==> src/indirect_access_pkg.sv <==
package indirect_access_pkg;

  // word and address widths of the indirect path
  localparam int DATA_W     = 16;
  localparam int ADDR_W     = 8;
  localparam int DTMF_WORDS = 13;

  // indirect word addresses of the dtmf threshold map
  localparam logic [7:0] IDX_RATIO_A      = 8'h00;
  localparam logic [7:0] IDX_RATIO_B      = 8'h01;
  localparam logic [7:0] IDX_RATIO_C      = 8'h02;
  localparam logic [7:0] IDX_RATIO_D      = 8'h03;
  localparam logic [7:0] IDX_COLUMN_RATIO = 8'h04;
  localparam logic [7:0] IDX_FWD_TWIST    = 8'h05;
  localparam logic [7:0] IDX_REV_TWIST    = 8'h06;
  localparam logic [7:0] IDX_ROW_REL      = 8'h07;
  localparam logic [7:0] IDX_COL_REL      = 8'h08;
  localparam logic [7:0] IDX_ROW_HARM     = 8'h09;
  localparam logic [7:0] IDX_COL_HARM     = 8'h0a;
  localparam logic [7:0] IDX_MIN_POWER    = 8'h0b;
  localparam logic [7:0] IDX_HOT_LIMIT    = 8'h0c;

  // loop closure hysteresis thresholds live in these indirect words elsewhere
  localparam logic [7:0] IDX_HYST_UPPER   = 8'h1c;
  localparam logic [7:0] IDX_HYST_LOWER   = 8'h2b;

  // enhancement enable bit positions
  localparam int ENH_HYST_POS     = 0;
  localparam int ENH_SQUELCH_POS  = 1;
  localparam int ENH_VLOOP_POS    = 2;
  localparam int ENH_DEBOUNCE_POS = 3;
  localparam int ENH_ZREF_POS     = 4;
  localparam int ENH_SPEEDUP_POS  = 5;
  localparam int ENH_FSK_POS      = 6;
  localparam int ENH_ILIM_POS     = 7;

  // reset values
  localparam logic [7:0]  ENH_RESET  = 8'h00;
  localparam logic [15:0] DATA_RESET = 16'h0000;
  localparam logic [7:0]  ADDR_RESET = 8'h00;

  // timing
  localparam int CLK_HZ          = 125_000_000;
  localparam int TICK_HZ         = 16_000;
  localparam int DEBOUNCE_MS     = 60;
  localparam int TICK_CYCLES     = CLK_HZ / TICK_HZ;
  localparam int DEBOUNCE_CYCLES = (CLK_HZ / 1000) * DEBOUNCE_MS;

endpackage

==> src/indirect_register_access.sv <==
`timescale 1ns/1ps

// Summary of operation
// - A data write followed by an address write is a write request stored at the next tick.
// - An address write with no data write before it is a read that loads the data register.
// - Pending transfers are serviced only on a 16 kHz update tick.
// - The pending flag stays high from request until service and the host waits on it.
// - Each completed transfer sets a sticky done flag for the host.
// - Threshold words and loop metrics are two's-complement values.
// - Indirect words have no guaranteed value after reset, so the host programs them.
// - Thirteen 16-bit dtmf threshold words sit at indirect addresses 0 to 12.
// - Enhancement bit 4 disconnects the internal impedance reference resistor.
// - Enhancement bit 3 adds a 60 ms debounce on high to low external battery switching.
// - Enhancement bit 2 picks tip-ring voltage instead of loop current for loop closure.
// - Enhancement bit 1 enables the converter audio-band squelch.
// - Enhancement bit 0 adds hysteresis between upper and lower loop closure thresholds.
// - Enhancement bits 7 to 5 select ring-end current boost, fast fsk clocking and speedup.
module indirect_register_access
  import indirect_access_pkg::*;
#(
  parameter int TICK_CNT     = indirect_access_pkg::TICK_CYCLES,
  parameter int DEBOUNCE_CNT = indirect_access_pkg::DEBOUNCE_CYCLES
) (
  input  wire logic                                              clk,
  input  wire logic                                              rstn,
  input  wire logic                                              data_wr,
  input  wire logic [indirect_access_pkg::DATA_W-1:0]            data_wdata,
  input  wire logic                                              addr_wr,
  input  wire logic [indirect_access_pkg::ADDR_W-1:0]            addr_wdata,
  input  wire logic                                              enh_wr,
  input  wire logic [7:0]                                        enh_wdata,
  input  wire logic                                              done_clr,
  input  wire logic                                              external_battery_select,
  input  wire logic                                              battery_low_request,
  input  wire logic signed [15:0]                                loop_current,
  input  wire logic signed [15:0]                                loop_voltage,
  input  wire logic signed [15:0]                                hyst_upper_threshold,
  input  wire logic signed [15:0]                                hyst_lower_threshold,
  output logic [indirect_access_pkg::DATA_W-1:0]                 indirect_data_holding,
  output logic [indirect_access_pkg::ADDR_W-1:0]                 indirect_address_holding,
  output logic                                                   indirect_access_pending,
  output logic                                                   indirect_done_irq,
  output logic [7:0]                                             enhancement_enable,
  output logic [indirect_access_pkg::DTMF_WORDS*16-1:0]          dtmf_thresholds,
  output logic                                                   impedance_ref_disable,
  output logic                                                   battery_switch_debounce,
  output logic                                                   voltage_loop_closure,
  output logic                                                   converter_squelch,
  output logic                                                   loop_closure_hysteresis,
  output logic                                                   ring_end_current_boost,
  output logic                                                   fsk_fast_clocking,
  output logic                                                   converter_speedup,
  output logic                                                   low_battery_supply,
  output logic                                                   high_battery_supply,
  output logic                                                   loop_closed
);
  import indirect_access_pkg::*;

  localparam int TICK_W = $clog2(TICK_CNT + 1);
  localparam int DEB_W  = $clog2(DEBOUNCE_CNT + 1);

  typedef logic [DTMF_WORDS-1:0][DATA_W-1:0] word_map_t;

  typedef struct packed {
    word_map_t         mem;
    logic [DATA_W-1:0] data;
    logic [ADDR_W-1:0] addr;
    logic              data_armed;
    logic              pending;
    logic              pend_write;
    logic              done;
    logic [7:0]        enh;
    logic [TICK_W-1:0] tick_cnt;
    logic [DEB_W-1:0]  deb_cnt;
    logic              low_bat;
    logic              closed;
  } state_t;

  state_t s_r;
  state_t s_nxt;
  logic   tick;
  logic   svc;
  logic   mapped;
  logic signed [15:0] metric;
  logic [DATA_W-1:0]  word_at_addr;

  // indirect read; unmapped addresses read as zero
  function automatic logic [DATA_W-1:0] read_word(input word_map_t m, input logic [ADDR_W-1:0] a);
    logic [DATA_W-1:0] w;
    w = '0;
    if (a < ADDR_W'(DTMF_WORDS)) begin
      w = m[a[3:0]];
    end
    return w;
  endfunction

  assign tick = (s_r.tick_cnt == TICK_W'(TICK_CNT - 1));
  assign svc          = tick && s_r.pending;
  assign mapped       = (s_r.addr < ADDR_W'(DTMF_WORDS));
  assign word_at_addr = read_word(s_r.mem, s_r.addr);
  assign metric = s_r.enh[ENH_VLOOP_POS] ? loop_voltage : loop_current;

  // next-state of the whole block
  always_comb begin
    s_nxt = s_r;
    s_nxt.tick_cnt = tick ? '0 : s_r.tick_cnt + TICK_W'(1);
    // host data write only arms a write; it never touches indirect memory itself
    if (data_wr) begin
      s_nxt.data       = data_wdata;
      s_nxt.data_armed = 1'h1;
    end
    // address writes while pending are ignored, host must wait
    if (addr_wr && !s_r.pending) begin
      s_nxt.addr       = addr_wdata;
      s_nxt.pending    = 1'h1;
      // armed data makes a write request
      s_nxt.pend_write = s_r.data_armed || data_wr;
      s_nxt.data_armed = 1'h0;
    end
    if (svc) begin
      if (s_r.pend_write) begin
        // only addresses 0 to 12 hold words
        if (mapped) begin
          s_nxt.mem[s_r.addr[3:0]] = s_r.data;
        end
      end else begin
        // read loads the data holding register; beats a same-cycle host write
        s_nxt.data = word_at_addr;
      end
      // pending drops and done rises together
      s_nxt.pending = 1'h0;
    end
    // sticky done; a set in the clear cycle wins
    if (done_clr) begin
      s_nxt.done = 1'h0;
    end
    if (svc) begin
      s_nxt.done = 1'h1;
    end
    if (enh_wr) begin
      s_nxt.enh = enh_wdata;
    end
    // debounce only high to low with external battery selected
    s_nxt.deb_cnt = '0;
    if (!battery_low_request) begin
      s_nxt.low_bat = 1'h0;
    end else if (!s_r.low_bat) begin
      if (!(s_r.enh[ENH_DEBOUNCE_POS] && external_battery_select)) begin
        s_nxt.low_bat = 1'h1;
      end else if (s_r.deb_cnt == DEB_W'(DEBOUNCE_CNT - 1)) begin
        s_nxt.low_bat = 1'h1;
      end else begin
        s_nxt.deb_cnt = s_r.deb_cnt + DEB_W'(1);
      end
    end
    // hysteresis band versus plain upper threshold
    if (s_r.enh[ENH_HYST_POS]) begin
      s_nxt.closed = s_r.closed ? (metric > hyst_lower_threshold) : (metric > hyst_upper_threshold);
    end else begin
      s_nxt.closed = (metric > hyst_upper_threshold);
    end
  end

  // words cleared here only so simulation starts clean; host must still program them
  always_ff @(posedge clk or negedge rstn) begin
    if (!rstn) begin
      s_r            <= '0;
      s_r.data       <= DATA_RESET;
      s_r.addr       <= ADDR_RESET;
      s_r.enh        <= ENH_RESET;
    end else begin
      s_r <= s_nxt;
    end
  end

  // register outputs
  assign indirect_data_holding    = s_r.data;
  assign indirect_address_holding = s_r.addr;
  assign indirect_access_pending  = s_r.pending;
  assign indirect_done_irq        = s_r.done;
  assign enhancement_enable       = s_r.enh;
  assign dtmf_thresholds          = s_r.mem;
  assign impedance_ref_disable    = s_r.enh[ENH_ZREF_POS];
  assign battery_switch_debounce  = s_r.enh[ENH_DEBOUNCE_POS];
  assign voltage_loop_closure     = s_r.enh[ENH_VLOOP_POS];
  assign converter_squelch        = s_r.enh[ENH_SQUELCH_POS];
  assign loop_closure_hysteresis  = s_r.enh[ENH_HYST_POS];
  assign ring_end_current_boost   = s_r.enh[ENH_ILIM_POS];
  assign fsk_fast_clocking        = s_r.enh[ENH_FSK_POS];
  assign converter_speedup        = s_r.enh[ENH_SPEEDUP_POS];
  assign low_battery_supply       = s_r.low_bat;
  assign high_battery_supply      = !s_r.low_bat;
  assign loop_closed              = s_r.closed;
endmodule // indirect_register_access

==> config.mk <==
export PLATFORM = sky130hd
export DESIGN_NAME = indirect_register_access
export DESIGN_NICKNAME = d
export VERILOG_FILES = /design/src/indirect_access_pkg.sv /design/src/indirect_register_access.sv
export SDC_FILE = /design/constraint.sdc
export NUM_CORES = 1
export LEC_CHECK = 0
export BUFFER_PORTS_ARGS = -buffer_cell sky130_fd_sc_hd__buf_2
export CAP_MARGIN = 30
export CORE_MARGIN = 1
export CORE_UTILIZATION = 55
export DETAILED_ROUTE_END_ITERATION = 12
export GPL_TIMING_DRIVEN = 0
export PLACE_DENSITY = 0.81
export SKIP_LAST_GASP = 1
export SLEW_MARGIN = 30
export SYNTH_ARGS = -nofsm -noshare
export SYNTH_HDL_FRONTEND = slang
export SYNTH_SLANG_ARGS = --single-unit
==> constraint.sdc <==
create_clock -name clk -period 3.28 [get_ports clk]
set_input_delay 0.492 -clock clk [delete_from_list [all_inputs] [get_ports clk]]
set_output_delay 0.492 -clock clk [all_outputs]
set_load 0.01 [all_outputs]
==> results.yml, run 1 <==
status:
  outcome: "finished clean"
critical_path:
  critPathLaunch: "s_r[25]$_DFF_PN0_"
  path_max_fanout: 10
  start_kind: "flop"
  timing.rr.start: "s_r[25]$_DFF_PN0_"
  arrival_ns: 3.48
  cp.required_ns: 3.74
  endpoint_kind: "flop"
  path_class: "reg2reg"
sta:
  timing.final.crit_share_pct: 91.9
  finalSetupViolCount: 0
  min_period_ns: 3.02
  fin_skew_ns: 0.0150
  timing.hold.ws_ns: 0.137
  fmax_mhz: 332
  fin_setup_tns_ns: 0
  worst-slew-pin-transition_ns: 0.882
  rsz0062_at_grt: "no"
  hold_viol: 0
  drv_slew: 0
  relSlewSlack_pct: 41.2
drt:
  drt-initial-drc-count: 666
  post_drt_wl_per_cell_um: 20.2
  routed_wl_mm: 41.0
  firstDrtPassIters: 5
  vias: 10800
  vias_per_cell: 5.34
  drc: 0
  ant_nets: 0
logic_synthesis:
  syn_area_mm2: 0.0155
  post-synth-top-area-fraction_pct: 45.5
  synthArstFlopShare_pct: 100
  ys_types: 48
  ys_seq_area_share_pct: 45.5
  synth_area_leaders: "dfrtp_1 46%, mux2_2 14%, buf_4 12%, mux4_2 7.0%, mux2_1 2.9%"
  synth_area_per_cell_um2: 12.6
  syn_inst: 1235
  synth-warning-count: 0
  synthFlopType: "dfrtp_1"
  synth-edff-count: 0
  synth-seq-cells: 282
  synth_nets: 1373
  synth_top_cell_by_area: "dfrtp_1"
floorplan:
  die_x_um: 170
  ioPinCount: 357
  core_area_mm2: 0.0278
  die_h_um: 170
  start_util_pct: 55.8
  die_area_mm2: 0.0289
  rows: 61
job:
  maxCapViolCount: 0
clock_network:
  ctsHtreeMaxLevel: 1
  path_clk_slew_ns: 0.06
  clk_latency_ns: 0.55
  postCtsSetupRepairBufs: 0
  cts_sinks: 282
  clock_path_buffers: 3
  cts_tree: "built"
  cts_root_buffer: "clkbuf_16"
  numCtsBuffers: 31
worst_hold_path:
  hold_class: "in2reg"
  hold_start: "done_clr"
power:
  power_leakage_uw: 0.0103
  vdd_drop_max_mv: 0.344
  finalPower_uw: 8170
  powerDensity_mw_per_mm2: 431
global_route:
  grtUsageTotal_pct: 28.6
  antenna_found_initial: 1
  overflow: 0
  grt_max_degree: 83
  grt_pass1_wl_mm: 62.6
  grt_pass1_vias: 11000
placement:
  gp_congestion: 0.935
  port_buffers: 354
  dp_hpwl_mm: 31.4
cells_and_area:
  drive_gt1_share_pct: 56.6
  syn_to_final_growth_pct: 22.1
  final_common_cell: "buf_2"
  final_cell_mix: "362 x buf_2, 281 x dfrtp_1, 241 x buf_4, 199 x mux2_2, 61 x nor2_1"
  layout.nets: 1763
-- flip-flops by register name (all words and copies together), names as in the netlist --
name,cells
indirect_access_pending,1
loop_closed,1
indirect_data_holding,16
dtmf_thresholds,208
indirect_address_holding,8
s_r,38
enhancement_enable,8
low_battery_supply,1
indirect_done_irq,1
-- routing by layer --
layer / up-vias / GRT usage (%) / part of all wire (%)
li1: 4891 / - / -
met1: 5480 / 37.0 / 41
met2: 392 / 49.5 / 50
met3: 69 / 4.84 / 6.0
met4: 0 / 8.26 / 2.8
met5: - / 0 / 0
-- final timing paths --
path	to	slack (ns)	cells past startpoint
setup / recovery	indirect_data_holding[5]$_DFF_PN0_	0.26	9
hold / removal	indirect_done_irq$_DFFE_PN0P_	0.14	2
setup reg to reg	indirect_data_holding[5]$_DFF_PN0_	0.26	9
hold reg to reg	s_r[49]$_DFFE_PN0P_	0.48	2
max in group asynchronous	dtmf_thresholds[186]$_DFFE_PN0P_	1.72	4
min in group asynchronous	dtmf_thresholds[48]$_DFFE_PN0P_	0.44	2
-- worst max-delay path: stages, from the launching register on --
cell and delay (ns):
dfrtp_1 0.41, ha_1 0.24, nor4bb_1 0.27, and3_1 0.18, buf_2 0.22, nand2_1 0.15
nor2_1 0.52, nand2_1 0.39, clkbuf_1 0.35, o22ai_1 0.21
-- power breakdown --
group          internal [uW]  switching, uW
sequential              3530           68.4
clock                   2260           1430
combinational            369            511
total                   6160           2010
-- layout make-up --
cell class              instances  area [um2]
repair buffers                358        1870
flip-flops and latches        282        7060
clock buffers                  45         888
fillers                      2112        8850
diodes                          1        2.50
multi-input cells             617        6170
clock inverters                12         191
inverters                      35         131
well taps                     378         473
plain buffers                 300        2150
-- timing repair --
action,4_1_cts,5_1_grt
endpoints found under the hold margin,47,0
setup endpoints to repair,1,1
hold buffers,1,0
gates resized for setup,1,1
-- cells in the mapped netlist (16+ instances only) --
library cell / number
mux2_2: 199
buf_4: 241
dfrtp_1: 282
ha_1: 34
clkbuf_1: 35
xor2_1: 16
a221oi_1: 16
mux4_2: 48
inv_1: 35
mux2i_1: 34
o22ai_1: 16
nor2_1: 61
mux2_1: 40
nand2_1: 22
-- stage by stage --
step                      cells  cell area [um2]  util, %  worst slack, ns
after floorplan            1235            15500        -            0.344
after global placement     1967            17700     63.9            -3.41
after detailed placement   1970            17800     64.2           -0.363
after CTS                  2027            18900     68.1           0.0925
after global routing       2027            18900     68.1           0.0103
final                      2028            18900     68.1            0.264
-- cell families after synthesis --
logic type,count (synthesis),share of synthesized area (%)
compound gates,66,2.85
xor+xnor,31,1.75
fa+ha+maj,34,2.74
buf+inv,336,14.7
flops,282,45.5
mux,321,26.5
simple gates,165,5.90
(Power assumes the default switching activity.)
==> run 2: changes to the inputs <==
--- a/config.mk
+++ b/config.mk
@@ -8,12 +8,13 @@
 export BUFFER_PORTS_ARGS = -buffer_cell sky130_fd_sc_hd__buf_2
 export CAP_MARGIN = 30
 export CORE_MARGIN = 1
-export CORE_UTILIZATION = 55
+export CORE_UTILIZATION = 50
 export DETAILED_ROUTE_END_ITERATION = 12
 export GPL_TIMING_DRIVEN = 0
-export PLACE_DENSITY = 0.81
+export PLACE_DENSITY = 0.78
 export SKIP_LAST_GASP = 1
 export SLEW_MARGIN = 30
 export SYNTH_ARGS = -nofsm -noshare
 export SYNTH_HDL_FRONTEND = slang
 export SYNTH_SLANG_ARGS = --single-unit
+export TNS_END_PERCENT = 100
==> constraint.sdc (replaced) <==
create_clock -name clk -period 2.5 [get_ports clk]
set_input_delay 0.375 -clock clk [delete_from_list [all_inputs] [get_ports clk]]
set_output_delay 0.375 -clock clk [all_outputs]
set_load 0.01 [all_outputs]
==> results.yml, run 2 (synthesized netlist as in run 1, its figures left out) <==
placement:
  placed_cells: 1988
  dp_hpwl_mm: 30.9
  placed_cell_area_mm2: 0.0179
  place_ws_ns: -0.571
  port_buffers: 354
  gp_congestion: 0.891
clock_network:
  cts_root_buffer: "clkbuf_16"
  cts_tree: "built"
  clock_path_buffers: 3
  numCtsBuffers: 31
  path_clk_slew_ns: 0.06
  cts_sinks: 282
  clk_latency_ns: 0.55
  ctsHtreeMaxLevel: 1
sta:
  relSlewSlack_pct: 42.2
  timing.final.crit_share_pct: 102
  fmax_mhz: 392
  fin_ws_ns: -0.0542
  rsz0062_at_grt: "yes"
  hold_viol: 0
  drv_slew: 0
  finalSetupViolCount: 12
  worst-slew-pin-transition_ns: 0.867
  min_period_ns: 2.55
  fin_skew_ns: 0.0152
drt:
  post_drt_wl_per_cell_um: 20.2
  drc: 0
  firstDrtPassIters: 5
  ant_nets: 0
  drt-initial-drc-count: 629
  vias_per_cell: 5.22
  routed_wl_mm: 42.1
  vias: 10900
floorplan:
  die_x_um: 178
  core_area_mm2: 0.0305
  die_area_mm2: 0.0317
  rows: 64
  ioPinCount: 357
  start_util_pct: 50.8
  die_h_um: 178
global_route:
  grt_pass1_wl_mm: 63.2
  grt_pass1_vias: 11100
  grtUsageTotal_pct: 26.4
  overflow: 0
  grt_max_degree: 89
  antenna_found_initial: 3
cells_and_area:
  largest_register_ffs: 208
  drive_gt1_share_pct: 59.8
  fillers: 2348
  register_area_mm2: 0.00706
  syn_to_final_growth_pct: 27.2
  final_common_cell: "buf_2"
  final_cell_mix: "359 x buf_2, 279 x dfrtp_1, 266 x buf_4, 177 x mux2_2, 59 x nor2_1"
  layout.nets: 1800
  multi_input_area_mm2: 0.00646
  final_cells: 2085
  finish.utilization_pct: 64.6
  design_area_mm2: 0.0197
power:
  finalPower_uw: 10600
  powerDensity_mw_per_mm2: 539
  vdd_drop_max_mv: 0.581
  power_leakage_uw: 0.0106
status:
  violations: "negative setup slack"
  outcome: "finished with violations"
critical_path:
  endpoint_kind: "flop"
  arrival_ns: 2.98
  cp.required_ns: 2.92
  path_class: "reg2reg"
  reg2reg_setup_slack_ns: -0.05
  start_kind: "flop"
  path_max_fanout: 9
worst_hold_path:
  hold_class: "in2reg"
job:
  maxCapViolCount: 0
[run 2: changes by cell type in the layout (fill, tap and decap cells not counted), sizes merged, moves of 2 or more]
| cell | previous run | this run |
|---|---|---|
| clkinvlp | 1 | 3 |
| buf | 623 | 659 |
| clkbuf | 79 | 71 |
| clkinv | 5 | 13 |
| diode | 1 | 3 |
[run 2: path summary, 6_finish.rpt]
path	from	end	cells after the start
min in group asynchronous	rstn	dtmf_thresholds[41]$_DFFE_PN0P_	2
hold / removal	done_clr	indirect_done_irq$_DFFE_PN0P_	2
max in group asynchronous	rstn	enhancement_enable[2]$_DFFE_PN0P_	4
hold reg to reg	s_r[49]$_DFFE_PN0P_	s_r[49]$_DFFE_PN0P_	2
setup reg to reg	enhancement_enable[2]$_DFFE_PN0P_	loop_closed$_DFF_PN0_	9
setup / recovery	enhancement_enable[2]$_DFFE_PN0P_	loop_closed$_DFF_PN0_	9
[run 2: critical path, stage by stage (launching register included)]
cell      delay (ns)
dfrtp_2         0.44
buf_12          0.16
mux2_4          0.33
ha_4            0.27
nand4_1         0.15
or4_4           0.56
a21oi_2         0.14
a211oi_2        0.08
mux2i_1         0.20
o32ai_2         0.10
[run 2: cell type report]
type,count,share of cell area [%]
multi-input combinational,617,32.8
clock buffer,37,4.20
inverter,35,0.666
clock inverter,20,1.07
sequential,282,35.8
tap,396,2.51
timing repair buffer,397,11.7
buffer,298,11.2
antenna,3,0.0381
[run 2: layer usage]
layer	global-route usage, %	wire [um]	vias to the layer above
met1	35.3	18000	5480
li1	-	-	4977
met4	10.4	1490	0
met5	0	0	-
met2	43.5	20400	345
met3	3.69	2100	86
[run 2: metrics by stage]
stage                     setup TNS, ns  hold slack (ns)
final                            -0.261           0.0235
after global routing              -1.15           0.0452
after CTS                       -0.0906          0.00227
after detailed placement         -60.13            0.345
after global placement         -1230.01            0.464
after floorplan                       0           0.0794
[run 2: where the power goes]
part | internal (uW) | total (uW) | switching [uW]
registers | 4630 | 4730 | 97.5
clock network | 2770 | 4650 | 1880
logic | 539 | 1240 | 702
[run 2: timing repair]
item	CTS	global route
pin swaps	19	17
gates resized for setup	50	43
endpoints found under the setup margin	219	113
buffers inserted	33	4
gates cloned	2	1
hold buffers	1	0
hold endpoints to repair	56	0
==> run 3: changes to the inputs <==
--- a/config.mk
+++ b/config.mk
@@ -8,10 +8,10 @@
 export BUFFER_PORTS_ARGS = -buffer_cell sky130_fd_sc_hd__buf_2
 export CAP_MARGIN = 30
 export CORE_MARGIN = 1
-export CORE_UTILIZATION = 50
+export CORE_UTILIZATION = 55
 export DETAILED_ROUTE_END_ITERATION = 12
 export GPL_TIMING_DRIVEN = 0
-export PLACE_DENSITY = 0.78
+export PLACE_DENSITY = 0.81
 export SKIP_LAST_GASP = 1
 export SLEW_MARGIN = 30
 export SYNTH_ARGS = -nofsm -noshare
==> constraint.sdc (replaced) <==
create_clock -name clk -period 2.4 [get_ports clk]
set_input_delay 0.36 -clock clk [delete_from_list [all_inputs] [get_ports clk]]
set_output_delay 0.36 -clock clk [all_outputs]
set_load 0.01 [all_outputs]
==> results.yml, run 3 (synthesized netlist as in run 1, its figures left out) <==
status:
  outcome: "finished with violations"
  violations: "negative setup slack"
drt:
  vias_per_cell: 5.46
  vias: 11300
  drc: 0
  drt-initial-drc-count: 621
  routed_wl_mm: 46.0
  firstDrtPassIters: 6
  ant_nets: 0
  post_drt_wl_per_cell_um: 22.3
clock_network:
  numCtsBuffers: 29
  cts_sinks: 282
  clk_latency_ns: 0.56
  clock_path_buffers: 3
  ctsHtreeMaxLevel: 1
  path_clk_slew_ns: 0.06
  cts_tree: "built"
  cts_root_buffer: "clkbuf_16"
global_route:
  grt_pass1_vias: 11300
  grtUsageTotal_pct: 30.3
  antenna_found_initial: 1
  overflow: 0
  grt_pass1_wl_mm: 65.5
  grt_max_degree: 84
job:
  maxCapViolCount: 0
critical_path:
  arrival_ns: 2.99
  endpoint_kind: "flop"
  cp.required_ns: 2.84
  start_kind: "flop"
  path_class: "reg2reg"
  path_max_fanout: 5
placement:
  port_buffers: 354
  gp_congestion: 0.877
  dp_hpwl_mm: 31.8
power:
  comb_power_share_pct: 12.5
  power_leakage_uw: 0.0108
  clkPwrFrac_pct: 41.8
  intPower_uw: 8040
  vdd_drop_max_mv: 0.586
  powerDensity_mw_per_mm2: 529
  swShare_pct: 25.4
  power.share.sequential_pct: 45.8
  power.switching_uw: 2740
floorplan:
  die_h_um: 170
  core_area_mm2: 0.0278
  ioPinCount: 357
  rows: 61
  start_util_pct: 55.8
  die_area_mm2: 0.0289
  die_x_um: 170
sta:
  rsz0062_at_grt: "yes"
  finalSetupViolCount: 184
  fmax_mhz: 392
  worst-slew-pin-transition_ns: 0.772
  fin_setup_tns_ns: -9.85
  min_period_ns: 2.55
  fin_ws_ns: -0.150
  relSlewSlack_pct: 48.6
  drv_slew: 0
  hold_viol: 0
  fin_skew_ns: 0.0241
  timing.final.crit_share_pct: 106
cells_and_area:
  drive_gt1_share_pct: 61.7
  fillers: 1887
  final_cell_mix: "355 x buf_2, 280 x dfrtp_1, 254 x buf_4, 155 x mux2_4, 84 x mux2_2"
  final_common_cell: "buf_2"
  syn_to_final_growth_pct: 31.3
  layout.nets: 1804
  finish.utilization_pct: 73.3
  largest_register_ffs: 208
worst_hold_path:
  hold_class: "in2reg"
run 3: changes by cell type in the layout (fill, tap and decap cells not counted), moves of 7 or more:
| cell | delta |
|---|---|
| buf_4 | -12 |
| buf_6 | +7 |
| buf_12 | +7 |
| mux2_1 | -33 |
| clkinv_2 | -7 |
| mux2_4 | +126 |
| mux2_2 | -93 |
run 3: cell type report:
class	instances	area (um2)	area share (%)
Buffer	298	2280	11.2
Tap cell	378	473	2.32
Multi-Input combinational cell	617	6940	34.1
Sequential cell	282	7060	34.7
Inverter	35	131	0.645
Clock buffer	43	848	4.17
Antenna cell	1	2.50	0.0123
Clock inverter	8	93.8	0.461
Timing Repair Buffer	403	2530	12.4
run 3: path summary, 6_finish.rpt:
check,startpoint,end,slack [ns],cells past startpoint
max,indirect_address_holding[6]$_DFFE_PN0P_,dtmf_thresholds[184]$_DFFE_PN0P_,-0.15,9
min,done_clr,indirect_done_irq$_DFFE_PN0P_,0.04,2
max reg2reg,indirect_address_holding[6]$_DFFE_PN0P_,dtmf_thresholds[184]$_DFFE_PN0P_,-0.15,9
min reg2reg,s_r[2]$_DFF_PN0_,s_r[2]$_DFF_PN0_,0.51,1
max in group asynchronous,rstn,dtmf_thresholds[16]$_DFFE_PN0P_,0.96,5
min in group asynchronous,rstn,dtmf_thresholds[57]$_DFFE_PN0P_,0.19,2
run 3: worst max-delay path: stages, from the launching register on:
cell,delay (ns)
dfrtp_1,0.40
or4_4,0.56
a31oi_4,0.17
and4_4,0.31
buf_12,0.12
nand2_8,0.07
nor2_4,0.23
buf_12,0.16
buf_12,0.12
mux2_4,0.30
run 3: metrics by stage:
| stage | worst slack (ns) | hold slack, ns | std cells | instance area (um2) | power, uW |
|---|---|---|---|---|---|
| after floorplan | -0.0423 | 0.0644 | 1235 | 15600 | 5700 |
| after global placement | -4.21 | 0.469 | 1967 | 17800 | 6200 |
| after detailed placement | -0.675 | 0.138 | 1971 | 18000 | 6260 |
| after CTS | -0.233 | 0.0354 | 2058 | 19800 | 10800 |
| after global routing | -0.200 | 0.0435 | 2065 | 20400 | 11100 |
| final | -0.150 | 0.0387 | 2065 | 20400 | 10800 |
run 3: repair_timing:
item                       in CTS  in global routing
hold endpoints to repair       82                  0
resized for setup             115                147
setup buffers                  32                  5
setup endpoints to repair     219                238
cloned                          5                  3
hold buffers                    1                  0
pin swaps                      20                 15
run 3: power by group through the flow:
| stage | clock network (uW) | registers [uW] | logic [uW] |
|---|---|---|---|
| detailed placement | 0 | 5000 | 1260 |
| floorplan | 0 | 4970 | 729 |
| finish | 4500 | 4930 | 1340 |
| global placement | 0 | 4990 | 1210 |
| global route | 4740 | 4940 | 1450 |
| CTS | 4550 | 4920 | 1310 |
run 3: metal layers:
| layer | up-vias | wire (um) | GRT usage (%) |
|---|---|---|---|
| li1 | 4959 | - | - |
| met1 | 5792 | 18500 | 38.8 |
| met2 | 441 | 23300 | 52.3 |
| met3 | 91 | 2540 | 4.07 |
| met4 | 0 | 1650 | 11.8 |
| met5 | - | 0 | 0 |
